### src/uemp_cfg.svh
// Register offsets, field positions, reset values and timing constants
// for the USB endpoint-match and PHY-control register block.
// Assumes a 32-bit APB slave with byte addresses on word boundaries.
// Functional notes
// - Each of sixteen endpoint bits, when set, makes a received endpoint appear on the receive port ORed with 0x10.
// - PHY-control bit 18 set to one disables the pulldowns on the two designated PHY-side ports, else they stay enabled.
// - An automatic resume caused by SE0 reset signalling sets PHY-control bit 13 until software writes zero to it.
// - An automatic resume caused by K-state signalling sets PHY-control bit 12 until software writes zero to it.
// - A line-state change is passed on only after being stable for two to the power of PHY-control bits 11 to 8 clocks.
// - With PHY-control bit 7 set, the hardware suspend controller detects resume and leaves suspend by itself.
// - PHY-control bits 6 to 4 drive the three PHY configuration pins directly, one bit per pin.
`ifndef UEMP_CFG_SVH
`define UEMP_CFG_SVH

`define UEMP_OFF_EP_MARK    12'h034
`define UEMP_OFF_OTG_MASK   12'h038
`define UEMP_OFF_PWR_SIG    12'h03C
`define UEMP_OFF_PHY_CTRL   12'h040
`define UEMP_OFF_IRQ_STAT   12'h044
`define UEMP_OFF_IRQ_MASK   12'h048
`define UEMP_OFF_LINE_STAT  12'h04C

`define UEMP_EP_MARK_MASK   32'h0000FFFF
`define UEMP_OTG_MASK_MASK  32'hFFFFFFFF
`define UEMP_PWR_SIG_MASK   32'h000001FF
`define UEMP_PHY_CTRL_MASK  32'h00043FF0
`define UEMP_RESET_VALUE    32'h00000000

`define UEMP_PHY_PD_DIS     18
`define UEMP_PHY_RST_CAUSE  13
`define UEMP_PHY_RES_CAUSE  12
`define UEMP_PHY_FILT_HI    11
`define UEMP_PHY_FILT_LO    8
`define UEMP_PHY_AUTO_RES   7
`define UEMP_PHY_CONF_HI    6
`define UEMP_PHY_CONF_LO    4

`define UEMP_EP_SPECIAL_OR  5'h10
`define UEMP_IRQ_BITS       3
`define UEMP_FILT_CNT_W     16

`endif

### src/uemp_pkg.sv
// Types shared by the endpoint-match and PHY-control block.
// Assumes the constants header is included by the users.
package uemp_pkg;
  // USB full-speed line states as seen on the PHY line-state pins.
  typedef enum logic [1:0] {
    UEMP_LS_SE0 = 2'h0,
    UEMP_LS_J   = 2'h1,
    UEMP_LS_K   = 2'h2,
    UEMP_LS_SE1 = 2'h3
  } uemp_line_e;

  // Suspend controller states.
  typedef enum logic [1:0] {
    UEMP_ST_RUN,
    UEMP_ST_SUSP,
    UEMP_ST_WAKE
  } uemp_susp_e;
endpackage : uemp_pkg

### src/uemp_phy_ctrl.sv
// Top of the USB endpoint-match and PHY-control register block: APB slave,
// endpoint marking on the receive port, line filter, suspend controller,
// PHY configuration pins and a masked interrupt.
// Assumes PHY line state and suspend inputs are asynchronous to clk_in and
// the receive endpoint strobe comes from logic on clk_in.
//
// The APB interface to the registers was decided locally.
`timescale 1ns/1ps
`include "uemp_cfg.svh"
module uemp_phy_ctrl
  import uemp_pkg::*;
(
  input  wire logic        clk_in,
  input  wire logic        rst_in,
  input  wire logic        psel_in,
  input  wire logic        penable_in,
  input  wire logic        pwrite_in,
  input  wire logic [11:0] paddr_in,
  input  wire logic [31:0] pwdata_in,
  output logic      [31:0] prdata_out,
  output logic             pready_out,
  output logic             pslverr_out,
  input  wire logic        rx_ep_valid_in,
  input  wire logic [3:0]  rx_ep_in,
  output logic             rx_valid_out,
  output logic      [4:0]  rx_ep_out,
  input  wire logic [1:0]  phy_line_in,
  input  wire logic        suspend_req_in,
  output logic             phy_suspend_out,
  output logic             wake_out,
  output logic             pulldown_dis_out,
  output logic      [2:0]  phy_config_pins_out,
  output logic      [7:0]  pwr_data_out,
  output logic             pwr_valid_out,
  output logic      [31:0] otg_mask_out,
  output logic             irq_out
);
  logic [15:0] ep_mark_r;
  logic [31:0] otg_mask_r;
  logic [8:0]  pwr_sig_r;
  logic [31:0] phy_ctrl_r;
  logic [`UEMP_IRQ_BITS-1:0] irq_stat_r;
  logic [`UEMP_IRQ_BITS-1:0] irq_mask_r;
  logic [1:0]  line_s1_r;
  logic [1:0]  line_s2_r;
  logic        susp_s1_r;
  logic        susp_s2_r;
  logic [1:0]  line_filt;
  uemp_susp_e  st_r;
  logic        wake_se0;
  logic        wake_k;
  logic        wr_en;
  logic        rd_en;
  logic [31:0] rd_val;
  logic [`UEMP_IRQ_BITS-1:0] irq_evt;

  // Masks write data so reserved bits never store a value.
  function automatic logic [31:0] wmask(input logic [31:0] d,
                                        input logic [31:0] m);
    wmask = d & m;
  endfunction : wmask

  assign wr_en = psel_in & penable_in & pwrite_in;
  assign rd_en = psel_in & ~penable_in & ~pwrite_in;

  // Pins from the PHY are asynchronous: two flops before any logic.
  always_ff @(posedge clk_in) begin
    if (rst_in) begin
      line_s1_r <= 2'h0;
      line_s2_r <= 2'h0;
      susp_s1_r <= 1'b0;
      susp_s2_r <= 1'b0;
    end else begin
      line_s1_r <= phy_line_in;
      line_s2_r <= line_s1_r;
      susp_s1_r <= suspend_req_in;
      susp_s2_r <= susp_s1_r;
    end
  end

  // Filter depth comes straight from the control register.
  uemp_line_filter u_filt (
    .clk_in   (clk_in),
    .rst_in   (rst_in),
    .line_in  (line_s2_r),
    .shift_in (phy_ctrl_r[`UEMP_PHY_FILT_HI:`UEMP_PHY_FILT_LO]),
    .line_out (line_filt)
  );

  // Resume causes are only recognised while hardware owns the wake-up.
  assign wake_se0 = (st_r == UEMP_ST_SUSP) &&
                    phy_ctrl_r[`UEMP_PHY_AUTO_RES] &&
                    (line_filt == UEMP_LS_SE0);
  assign wake_k   = (st_r == UEMP_ST_SUSP) &&
                    phy_ctrl_r[`UEMP_PHY_AUTO_RES] &&
                    (line_filt == UEMP_LS_K);

  // Suspend controller; without the auto bit, software reads the filtered
  // line state and releases suspend by dropping its request.
  always_ff @(posedge clk_in) begin
    if (rst_in) begin
      st_r <= UEMP_ST_RUN;
    end else begin
      unique case (st_r)
        UEMP_ST_RUN: begin
          if (susp_s2_r) begin
            st_r <= UEMP_ST_SUSP;
          end
        end
        UEMP_ST_SUSP: begin
          if (wake_se0 || wake_k) begin
            st_r <= UEMP_ST_WAKE;
          end else if (!susp_s2_r) begin
            st_r <= UEMP_ST_RUN;
          end
        end
        UEMP_ST_WAKE: begin
          if (!susp_s2_r) begin
            st_r <= UEMP_ST_RUN;
          end
        end
      endcase
    end
  end

  // Plain read-write registers; reserved bits are masked off on write.
  always_ff @(posedge clk_in) begin
    if (rst_in) begin
      ep_mark_r  <= 16'h0000;
      otg_mask_r <= `UEMP_RESET_VALUE;
      pwr_sig_r  <= 9'h000;
      irq_mask_r <= '0;
    end else if (wr_en) begin
      unique case (paddr_in)
        `UEMP_OFF_EP_MARK:
          ep_mark_r <= 16'(wmask(pwdata_in, `UEMP_EP_MARK_MASK));
        `UEMP_OFF_OTG_MASK:
          otg_mask_r <= wmask(pwdata_in, `UEMP_OTG_MASK_MASK);
        `UEMP_OFF_PWR_SIG:
          pwr_sig_r <= 9'(wmask(pwdata_in, `UEMP_PWR_SIG_MASK));
        `UEMP_OFF_IRQ_MASK:
          irq_mask_r <= pwdata_in[`UEMP_IRQ_BITS-1:0];
        default: begin
        end
      endcase
    end
  end

  // PHY control: the two cause flags are set by hardware and win over a
  // clearing write in the same cycle so no wake-up is lost.
  always_ff @(posedge clk_in) begin
    if (rst_in) begin
      phy_ctrl_r <= `UEMP_RESET_VALUE;
    end else begin
      if (wr_en && paddr_in == `UEMP_OFF_PHY_CTRL) begin
        phy_ctrl_r <= wmask(pwdata_in, `UEMP_PHY_CTRL_MASK);
      end
      if (wake_se0) begin
        phy_ctrl_r[`UEMP_PHY_RST_CAUSE] <= 1'b1;
      end
      if (wake_k) begin
        phy_ctrl_r[`UEMP_PHY_RES_CAUSE] <= 1'b1;
      end
    end
  end

  // Interrupt events: SE0 wake, K wake, marked endpoint received.
  assign irq_evt = {rx_ep_valid_in & ep_mark_r[rx_ep_in], wake_k, wake_se0};

  // Sticky status, write one to clear, set wins over clear.
  always_ff @(posedge clk_in) begin
    if (rst_in) begin
      irq_stat_r <= '0;
    end else if (wr_en && paddr_in == `UEMP_OFF_IRQ_STAT) begin
      irq_stat_r <= (irq_stat_r & ~pwdata_in[`UEMP_IRQ_BITS-1:0]) | irq_evt;
    end else begin
      irq_stat_r <= irq_stat_r | irq_evt;
    end
  end

  // Read mux; unmapped addresses read zero.
  always_comb begin
    rd_val = 32'h0000_0000;
    unique case (paddr_in)
      `UEMP_OFF_EP_MARK:   rd_val = {16'h0000, ep_mark_r};
      `UEMP_OFF_OTG_MASK:  rd_val = otg_mask_r;
      `UEMP_OFF_PWR_SIG:   rd_val = {23'h000000, pwr_sig_r};
      `UEMP_OFF_PHY_CTRL:  rd_val = phy_ctrl_r;
      `UEMP_OFF_IRQ_STAT:  rd_val = {29'h0, irq_stat_r};
      `UEMP_OFF_IRQ_MASK:  rd_val = {29'h0, irq_mask_r};
      `UEMP_OFF_LINE_STAT: rd_val = {28'h0, line_filt, line_s2_r};
      default:             rd_val = 32'h0000_0000;
    endcase
  end

  // APB answer: data registered in setup, pready high in the access cycle.
  always_ff @(posedge clk_in) begin
    if (rst_in) begin
      prdata_out  <= 32'h0000_0000;
      pready_out  <= 1'b0;
      pslverr_out <= 1'b0;
    end else begin
      pready_out  <= psel_in & ~penable_in;
      pslverr_out <= 1'b0;
      if (rd_en) begin
        prdata_out <= rd_val;
      end
    end
  end

  // Receive port: marked endpoints carry the special flag ORed in.
  always_ff @(posedge clk_in) begin
    if (rst_in) begin
      rx_valid_out <= 1'b0;
      rx_ep_out    <= 5'h00;
    end else begin
      rx_valid_out <= rx_ep_valid_in;
      if (rx_ep_valid_in) begin
        rx_ep_out <= ep_mark_r[rx_ep_in] ?
                     ({1'b0, rx_ep_in} | `UEMP_EP_SPECIAL_OR) :
                     {1'b0, rx_ep_in};
      end
    end
  end

  // Registered outputs follow the control fields, the suspend state and the masked status.
  always_ff @(posedge clk_in) begin
    if (rst_in) begin
      pulldown_dis_out    <= 1'b0;
      phy_config_pins_out <= 3'h0;
      pwr_data_out        <= 8'h00;
      pwr_valid_out       <= 1'b0;
      otg_mask_out        <= 32'h0000_0000;
      phy_suspend_out     <= 1'b0;
      wake_out            <= 1'b0;
      irq_out             <= 1'b0;
    end else begin
      pulldown_dis_out    <= phy_ctrl_r[`UEMP_PHY_PD_DIS];
      phy_config_pins_out <=
        phy_ctrl_r[`UEMP_PHY_CONF_HI:`UEMP_PHY_CONF_LO];
      pwr_data_out        <= pwr_sig_r[7:0];
      pwr_valid_out       <= pwr_sig_r[8];
      otg_mask_out        <= otg_mask_r;
      phy_suspend_out     <= (st_r == UEMP_ST_SUSP);
      wake_out            <= (st_r == UEMP_ST_WAKE);
      irq_out             <= |(irq_stat_r & irq_mask_r);
    end
  end

  chk_ep_special: assert property (@(posedge clk_in) disable iff (rst_in)
    rx_ep_valid_in && ep_mark_r[rx_ep_in]
    |=> rx_ep_out == {1'b1, $past(rx_ep_in)})
    else $error("Marked endpoint left without the special flag.");
  chk_ep_plain: assert property (@(posedge clk_in) disable iff (rst_in)
    rx_ep_valid_in && !ep_mark_r[rx_ep_in]
    |=> rx_ep_out == {1'b0, $past(rx_ep_in)})
    else $error("Unmarked endpoint altered on the receive port.");
  chk_pulldown_pin: assert property (@(posedge clk_in) disable iff (rst_in)
    ##1 pulldown_dis_out == $past(phy_ctrl_r[`UEMP_PHY_PD_DIS]))
    else $error("Pulldown disable pin does not follow control bit.");
  chk_se0_cause: assert property (@(posedge clk_in) disable iff (rst_in)
    wake_se0 |=> phy_ctrl_r[`UEMP_PHY_RST_CAUSE])
    else $error("Reset wake cause not recorded.");
  chk_k_cause: assert property (@(posedge clk_in) disable iff (rst_in)
    wake_k |=> phy_ctrl_r[`UEMP_PHY_RES_CAUSE])
    else $error("Resume wake cause not recorded.");
  chk_cause_sticky: assert property (@(posedge clk_in) disable iff (rst_in)
    phy_ctrl_r[`UEMP_PHY_RST_CAUSE] &&
    !(wr_en && paddr_in == `UEMP_OFF_PHY_CTRL)
    |=> phy_ctrl_r[`UEMP_PHY_RST_CAUSE])
    else $error("Reset cause flag dropped without a write.");
  chk_auto_wake: assert property (@(posedge clk_in) disable iff (rst_in)
    (wake_se0 || wake_k) |=> ##1 wake_out)
    else $error("Hardware wake not signalled.");
  chk_no_auto: assert property (@(posedge clk_in) disable iff (rst_in)
    !phy_ctrl_r[`UEMP_PHY_AUTO_RES] && st_r == UEMP_ST_SUSP
    |=> st_r != UEMP_ST_WAKE)
    else $error("Hardware wake while software owns resume.");
  chk_conf_pins: assert property (@(posedge clk_in) disable iff (rst_in)
    ##1 phy_config_pins_out ==
    $past(phy_ctrl_r[`UEMP_PHY_CONF_HI:`UEMP_PHY_CONF_LO]))
    else $error("Configuration pins do not follow control bits.");
  chk_reserved_zero: assert property (@(posedge clk_in) disable iff (rst_in)
    (phy_ctrl_r & ~`UEMP_PHY_CTRL_MASK) == 32'h0000_0000)
    else $error("Reserved control bits became set.");
  chk_reserved_read: assert property (@(posedge clk_in) disable iff (rst_in)
    rd_en && paddr_in == `UEMP_OFF_PWR_SIG
    |=> prdata_out[31:9] == 23'h0)
    else $error("Reserved power word bits read as nonzero.");
  chk_pwr_write: assert property (@(posedge clk_in) disable iff (rst_in)
    wr_en && paddr_in == `UEMP_OFF_PWR_SIG
    |=> ##1 {pwr_valid_out, pwr_data_out} == $past(pwdata_in[8:0], 2))
    else $error("Power signalling word not stored.");

  // Bus answer, the second cause flag and the sticky interrupt status are
  // guarded too, since a lost flag would hide a wake-up from software.
  chk_res_sticky: assert property (@(posedge clk_in) disable iff (rst_in)
    phy_ctrl_r[`UEMP_PHY_RES_CAUSE] &&
    !(wr_en && paddr_in == `UEMP_OFF_PHY_CTRL)
    |=> phy_ctrl_r[`UEMP_PHY_RES_CAUSE])
    else $error("Resume cause flag dropped without a write.");
  chk_apb_ready: assert property (@(posedge clk_in) disable iff (rst_in)
    psel_in && !penable_in |=> pready_out && !pslverr_out)
    else $error("Register access not answered in its first access cycle.");
  chk_irq_sticky: assert property (@(posedge clk_in) disable iff (rst_in)
    !(wr_en && paddr_in == `UEMP_OFF_IRQ_STAT)
    |=> (irq_stat_r & $past(irq_stat_r)) == $past(irq_stat_r))
    else $error("Interrupt status bit dropped without a clearing write.");

  cov_special_ep: cover property (@(posedge clk_in)
    rx_ep_valid_in && ep_mark_r[rx_ep_in]);
  cov_se0_wake: cover property (@(posedge clk_in) wake_se0);
  cov_k_wake: cover property (@(posedge clk_in) wake_k);
  cov_irq: cover property (@(posedge clk_in) irq_out);
  cov_sw_leave: cover property (@(posedge clk_in)
    st_r == UEMP_ST_SUSP && !phy_ctrl_r[`UEMP_PHY_AUTO_RES] && !susp_s2_r);
endmodule : uemp_phy_ctrl

### src/uemp_line_filter.sv
// Line-state glitch filter: passes a new line state on only after it has
// stayed unchanged for two to the power of the given shift in clocks.
// Assumes line_in is already synchronised to clk_in.
`timescale 1ns/1ps
`include "uemp_cfg.svh"
module uemp_line_filter
  import uemp_pkg::*;
(
  input  wire logic                       clk_in,
  input  wire logic                       rst_in,
  input  wire logic [1:0]                 line_in,
  input  wire logic [3:0]                 shift_in,
  output logic      [1:0]                 line_out
);
  logic [1:0]                 cand_r;
  logic [`UEMP_FILT_CNT_W:0]  cnt_r;
  logic [`UEMP_FILT_CNT_W:0]  lim;

  // The shift is at most 15, so the limit always fits in the counter.
  assign lim = (`UEMP_FILT_CNT_W+1)'(1) << shift_in;

  // Count how long the candidate has been stable; restart on any change.
  always_ff @(posedge clk_in) begin
    if (rst_in) begin
      cand_r   <= 2'h0;
      cnt_r    <= '0;
      line_out <= 2'h0;
    end else if (line_in != cand_r) begin
      cand_r <= line_in;
      cnt_r  <= (`UEMP_FILT_CNT_W+1)'(1);
    end else if (cnt_r < lim) begin
      cnt_r <= cnt_r + 1'b1;
    end else begin
      line_out <= cand_r;
    end
  end

  chk_filter_stable: assert property (@(posedge clk_in) disable iff (rst_in)
    $changed(line_out) |-> $past(cnt_r) >= $past(lim))
    else $error("Line state passed on before it was stable long enough.");
endmodule : uemp_line_filter

### config.mk
export PLATFORM = sky130hd
export DESIGN_NAME = uemp_phy_ctrl
export DESIGN_NICKNAME = d
export VERILOG_FILES = /design/src/uemp_pkg.sv /design/src/uemp_phy_ctrl.sv /design/src/uemp_line_filter.sv
export VERILOG_INCLUDE_DIRS = /design/src
export SDC_FILE = /design/constraint.sdc
export NUM_CORES = 1
export LEC_CHECK = 0
export BUFFER_PORTS_ARGS = -buffer_cell sky130_fd_sc_hd__buf_2
export CORE_MARGIN = 3
export CORE_UTILIZATION = 30
export DETAILED_ROUTE_END_ITERATION = 10
export GPL_ROUTABILITY_DRIVEN = 0
export PLACE_DENSITY = 0.49
export SLEW_MARGIN = 0
export SYNTH_ARGS = -nofsm -noshare
export SYNTH_HDL_FRONTEND = slang
export SYNTH_HIERARCHICAL = 1
export SYNTH_SLANG_ARGS = --single-unit
### constraint.sdc
create_clock -name clk_in -period 2.5 [get_ports clk_in]
set_clock_uncertainty 0.15 [all_clocks]
set_input_delay 0.375 -clock clk_in [delete_from_list [all_inputs] [get_ports clk_in]]
set_output_delay 0.375 -clock clk_in [all_outputs]
set_load 0.02 [all_outputs]
* Word-level counts from Yosys, hierarchy flattened
Cells that the tools add are included.
** Storage, ports and cells
- Memory bits (read-only) :: 0
- Memories :: 0
- Bits in writable memories :: 0
- Output and inout bits :: 88
- Register bits :: 190
- Latch bits :: 0
- Word-level logic and storage cells :: 91
- Input bits :: 57
** Cells by class
- Multiply operators :: 0
- Equal/unequal tests :: 12
- Shifts and indexed selects :: 1
- Order comparisons :: 2
- Bitwise operators :: 14
- Mux-type cells :: 14
- Reduce and logical (&&, ||, !) cells :: 18
- Add/sub/neg operators :: 1
- Div/mod/pow operators :: 0
** Operators with widths (number)
- $pmux W32 S7 :: 1
- $eq A12 B7 Y1 const B :: 4
- $eq A12 B6 Y1 const B :: 3
- $add A17 B1 Y17 const B :: 1
- $lt A17 B17 Y1 :: 1
- $shl A1 B4 Y17 const A :: 1
- $mux W14 :: 1
- $reduce_and A2 Y1 :: 5
- $and A3 B3 Y3 :: 2
- $mux W2 :: 3
- $or A3 B3 Y3 :: 2
- $pmux W2 S3 :: 1
- $reduce_bool A2 Y1 :: 3
- $and A1 B1 Y1 :: 5
- $logic_and A1 B1 Y1 :: 5
- $lt A4 B5 Y1 const B :: 1
- $mux W1 :: 5
- $mux W5 :: 1
- $bmux W1 S4 :: 1
- $eq A2 B2 Y1 const B :: 2
- $logic_not A2 Y1 :: 2
- $not A1 Y1 :: 4
- $mux W3 :: 1
- $not A3 Y3 :: 1
- 6 further kinds :: 6

* Longest topological paths before layout
- Depth after elaboration :: 6
- Gate-level depth with buffers :: 10
- Depth with buffers taken out :: 8

* Cells and area by module
The synthesis kept the hierarchy.
** Modules (own cells, without submodules)
- uemp_phy_ctrl :: sequential area each 3383.2 sq um, instances 1, area each 6329.8 sq um, cells each 682
- uemp_line_filter :: sequential area each 420.4 sq um, instances 1, area each 1524.0 sq um, cells each 185

* Worst setup path after synthesis
OpenSTA, ideal clock, no wires.
- Path type :: reg-to-reg
- Start :: register phy_ctrl_r[10]
- End :: register u_filt.cnt_r[13]
- Slack :: -0.135 ns
- Library setup time :: 0.134 ns
- Data required time :: 2.216 ns
- Clock period less this slack :: 2.635 ns
- Buffers on the path :: 2
- Arrival :: 2.351 ns
- Cell stages (with the launch flop) :: 11
- Cells stage by stage :: dfxtp_1 nor2b_1 nand2_1 ha_1 a211oi_2 nor2_1 o31a_1 buf_6 buf_2 o311ai_0 o31ai_1
** Between the ends
- Word-level cells in the longest chain between the ends :: 2
** Ends and longest elaborated chain
- from (decl) :: line uemp_phy_ctrl.sv:41 : logic [31:0] phy_ctrl_r;
- from (signal assigned) :: line uemp_phy_ctrl.sv:153 : phy_ctrl_r <= `UEMP_RESET_VALUE;
- from (signal assigned) :: line uemp_phy_ctrl.sv:156 : phy_ctrl_r <= wmask(pwdata_in, `UEMP_PHY_CTRL_MASK);
- $shl A1 B4 Y17 :: line uemp_line_filter.sv:20 : assign lim = (`UEMP_FILT_CNT_W+1)'(1) << shift_in;
- $lt A17 B17 Y1 :: line uemp_line_filter.sv:31 : end else if (cnt_r < lim) begin
- to (signal assigned) :: line uemp_line_filter.sv:30 : cnt_r <= (`UEMP_FILT_CNT_W+1)'(1);
- to (signal assigned) :: line uemp_line_filter.sv:32 : cnt_r <= cnt_r + 1'b1;
- to (decl) :: line uemp_line_filter.sv:16 : logic [`UEMP_FILT_CNT_W:0] cnt_r;
No other way between the ends.
A chain may end at the register's enable or synchronous reset.

* Worst setup path after layout
- Start :: register phy_ctrl_r[10]
- End :: register u_filt.cnt_r[7]
The elaborated chain is that of the path after synthesis.

==> results.json <==
{
  "final_core_util": 0.401,
  "cp.required_ns": 2.71,
  "power_frac_seq": 0.476,
  "internal_power_mw": 4.64,
  "clock_latency_ns": 0.44,
  "cts.sinks": 190,
  "drt-pass1-iter-count": 4,
  "post_drt_wl_per_cell_microns": 17.4,
  "vdd_drop_max_mv": 0.289,
  "core_area_sq_um": 25500,
  "htree_levels": 4,
  "synth_cells": 867,
  "min_period_ns": 2.58,
  "yosysMostFrequentCell": "dfxtp_1",
  "area_delta_synth_final_pct": 30.2,
  "antenna_cells": 0,
  "power_density_nw_per_um2": 630,
  "grt_usage": 0.171,
  "crit_arrival_ns": 2.79,
  "async_reset_ff_frac": 0,
  "ys_types": 63,
  "multi_input_area_sq_um": 4000,
  "drtIter0Drc": 484,
  "dp_slack_ns": -0.169,
  "clk_pin_slew_ns": 0.08,
  "synthFlopType": "dfxtp_1",
  "regArea_sq_um": 3820,
  "grt.overflow.total": 0,
  "vias": 6941,
  "grt_start_max_net_pins": 131,
  "top_level_ports": 145,
  "wl_met1_mm": 11.0,
  "netlist_area_sq_um": 7850,
  "combPwrFrac": 0.089,
  "final_area_sq_um": 10200,
  "place.port_buffers": 143,
  "cts_tree": "built",
  "p_leak_nw": 4.10,
  "crit_path_max_incr_delay_ns": 0.49,
  "wl_met2_mm": 11.9,
  "ff2ff_path_depth": 9,
  "worstMarginPinSlew_ns": 0.990,
  "worstPathMaxFanout": 5,
  "die_width_microns": 168,
  "layout-drive-gt1-share": 0.292,
  "grt_pass1_vias": 6716,
  "regToRegSetupSlack_ns": -0.08,
  "synth_area_per_cell_sq_um": 9.06,
  "clkPwrFrac": 0.435,
  "min_path_cells": 2,
  "die_y_microns": 168,
  "rsz0062_at_grt": "true",
  "placedInstanceArea_sq_um": 9230,
  "synth_top_area_frac": 0.484,
  "finalNonFillerCells": 1383,
  "start_util": 0.308,
  "clockBufferDepth": 2,
  "slew_violations": 0,
  "worstHoldStart": "phy_line_in[1]",
  "routed-wl-met3_mm": 1.03,
  "synth.top_cells.by_count": "190 x dfxtp_1, 135 x nand2_1, 66 x a21oi_1",
  "post-route-period-util": 1.03,
  "violations": "setup timing",
  "rows": 58,
  "fmax_mhz": 387,
  "ys_seq_elements": 190,
  "relSlewSlack": 0.337,
  "hold_path_class": "input port to flop",
  "ys_warn_count": 6,
  "antenna_found_initial": 0,
  "fill_cells": 2562,
  "startpoint_type": "flop",
  "worst_slack_ns": -0.0822,
  "grt_pass1_wl_mm": 38.3,
  "placed_cells": 1335,
  "synth_edf_count": 0,
  "cp-end-kind": "flop",
  "synth_nets": 943,
  "p_sw_mw": 1.79,
  "maxCapViolCount": 0,
  "r2r-start": "phy_ctrl_r[10]",
  "via_per_inst": 5.02,
  "worst-setup-path-type": "flop to flop",
  "antenna_left": 0,
  "cp_slowest_cell": "or4_1",
  "routed_wl_mm": 24.1,
  "cp_cell_sequence": "nor2b_4 -> nand3_1 -> ha_1 -> nand4_1 -> a211oi_2 -> o31a_1 -> buf_4 -> or4_1 -> a21oi_1",
  "outcome": "complete, but fails checks",
  "hold_end": "line_s1_r[1]",
  "drc": 0,
  "cts_buffers": 17,
  "seq_area_frac_synth": 0.484,
  "dieArea_sq_um": 28200,
  "topRoutingLayerUsed": "met4",
  "netlist_top_cells_area": "dfxtp_1 48%, nand2_1 6.5%, nor2b_1 4.9%",
  "finalHoldViolCount": 0,
  "finalSetupViolCount": 13,
  "hpwlAfterDp_mm": 16.9,
  "nNetsFinal": 1116,
  "p_sw_frac": 0.279,
  "yosysTopAreaCell": "dfxtp_1",
  "r2r_end": "u_filt/cnt_r[7]",
  "root_buffer": "clkbuf_16"
}
-- power groups by stage --
stage | clock, mW | combinational, mW | sequential, mW
after global routing | 2.99 | 0.618 | 3.07
after detailed placement | 0 | 0.477 | 3.14
after CTS | 2.87 | 0.540 | 3.07
after global placement | 0 | 0.476 | 3.14
final | 2.80 | 0.572 | 3.07
after floorplan | 0 | 0.253 | 3.14
-- timing repair --
item / in CTS / in global routing
hold endpoints to repair: 8 / 0
cloned: 1 / 0
gates resized for setup: 33 / 19
endpoints found under the setup margin: 17 / 19
setup buffers: 5 / 2
hold buffers: 8 / 0
pin swaps: 16 / 10
-- stage by stage --
stage / total power [mW] / hold slack [ns] / setup TNS, ns
after floorplan: 3.40 / 0.264 / 0
after global placement: 3.62 / 0.273 / -0.803
after detailed placement: 3.62 / 0.281 / -1.57
after CTS: 6.48 / 0.00187 / -0.0188
after global routing: 6.68 / 0.000747 / -1.57
final: 6.44 / 0.0113 / -0.550
-- sequential cells by signal, summed over array words and instances (netlist names), 3 cells and up --
signal               flops
otg_mask_out            32
phy_config_pins_out      3
otg_mask_r              32
phy_ctrl_r              11
pwr_data_out             8
u_filt/cnt_r            17
rx_ep_out                5
ep_mark_r               16
irq_stat_r               3
irq_mask_r               3
pwr_sig_r                9
prdata_out              32
-- cell type report --
cell class / instances / share of cell area
multi-input cells: 614 / 0.391
repair buffers: 208 / 0.131
clock inverters: 15 / 0.0187
clock buffers: 17 / 0.0416
inverters: 9 / 0.00330
well taps: 330 / 0.0404
flip-flops and latches: 190 / 0.374
-- kinds of logic after synthesis --
| kind of cell | after synthesis | share of synthesized area |
|---|---|---|
| mux | 37 | 0.0519 |
| compound gates | 181 | 0.156 |
| flops | 190 | 0.484 |
| fa+ha+maj | 19 | 0.0303 |
| xor+xnor | 2 | 0.00223 |
| simple gates | 373 | 0.237 |
| other cells | 1 | 0.000477 |
| buf+inv | 64 | 0.0376 |
-- layout by cell type, fill, tap and decap left out, drive strengths merged, types with 3 or more instances in the layout --
| cell | instances |
|---|---|
| dfxtp | 190 |
| buf | 200 |
| or3 | 4 |
| o31ai | 11 |
| a21oi | 71 |
| a211oi | 5 |
| clkbuf | 17 |
| nand4 | 11 |
| or4 | 5 |
| o21ai | 9 |
| ha | 19 |
| nor4 | 3 |
| nand2b | 7 |
| o2bb2ai | 10 |
| nor3 | 9 |
| nor2b | 61 |
| mux2i | 25 |
| a31oi | 5 |
| a221oi | 4 |
| mux2 | 10 |
| nand3 | 39 |
| a32o | 3 |
| and3 | 6 |
| a22oi | 39 |
| nor3b | 5 |
| a32oi | 4 |
| or2 | 11 |
| clkinv | 9 |
| nand2 | 135 |
| a21boi | 3 |
| o311ai | 7 |
| nor2 | 63 |
| dlygate4sd3 | 8 |
| inv | 15 |
| and4 | 3 |
| and2 | 3 |
-- per-layer routing --
metal  GRT usage  up-vias
met5           0        -
met4      0.0448        0
li1            -     3408
met2       0.290      166
met1       0.224     3349
met3      0.0333       18
-- worst max path at each step --
stage                    from          endpoint  slack (ns)  depth (start not counted)
5_1_grt        phy_ctrl_r[10]   u_filt/cnt_r[5]       -0.13                          9
6_report       phy_ctrl_r[10]   u_filt/cnt_r[7]       -0.08                          9
2_1_floorplan  phy_ctrl_r[11]  u_filt/cnt_r[13]       0.006                         10
3_5_place_dp    phy_ctrl_r[8]   u_filt/cnt_r[5]       -0.17                          9
3_3_place_gp    phy_ctrl_r[8]  u_filt/cnt_r[15]       -0.12                          9
4_1_cts         phy_ctrl_r[8]   u_filt/cnt_r[5]       -0.01                         10
-- worst max-delay path: cells and delay by family (launching register included) --
kind	cells	cell delay, ns
AND/OR/NAND/NOR	4	0.99
buffers and inverters	1	0.16
flip-flops	1	0.40
AO/OA/AOI/OAI	3	0.49
adder cells (fa/ha/maj)	1	0.29
Power figures use the tool's default switching activity.
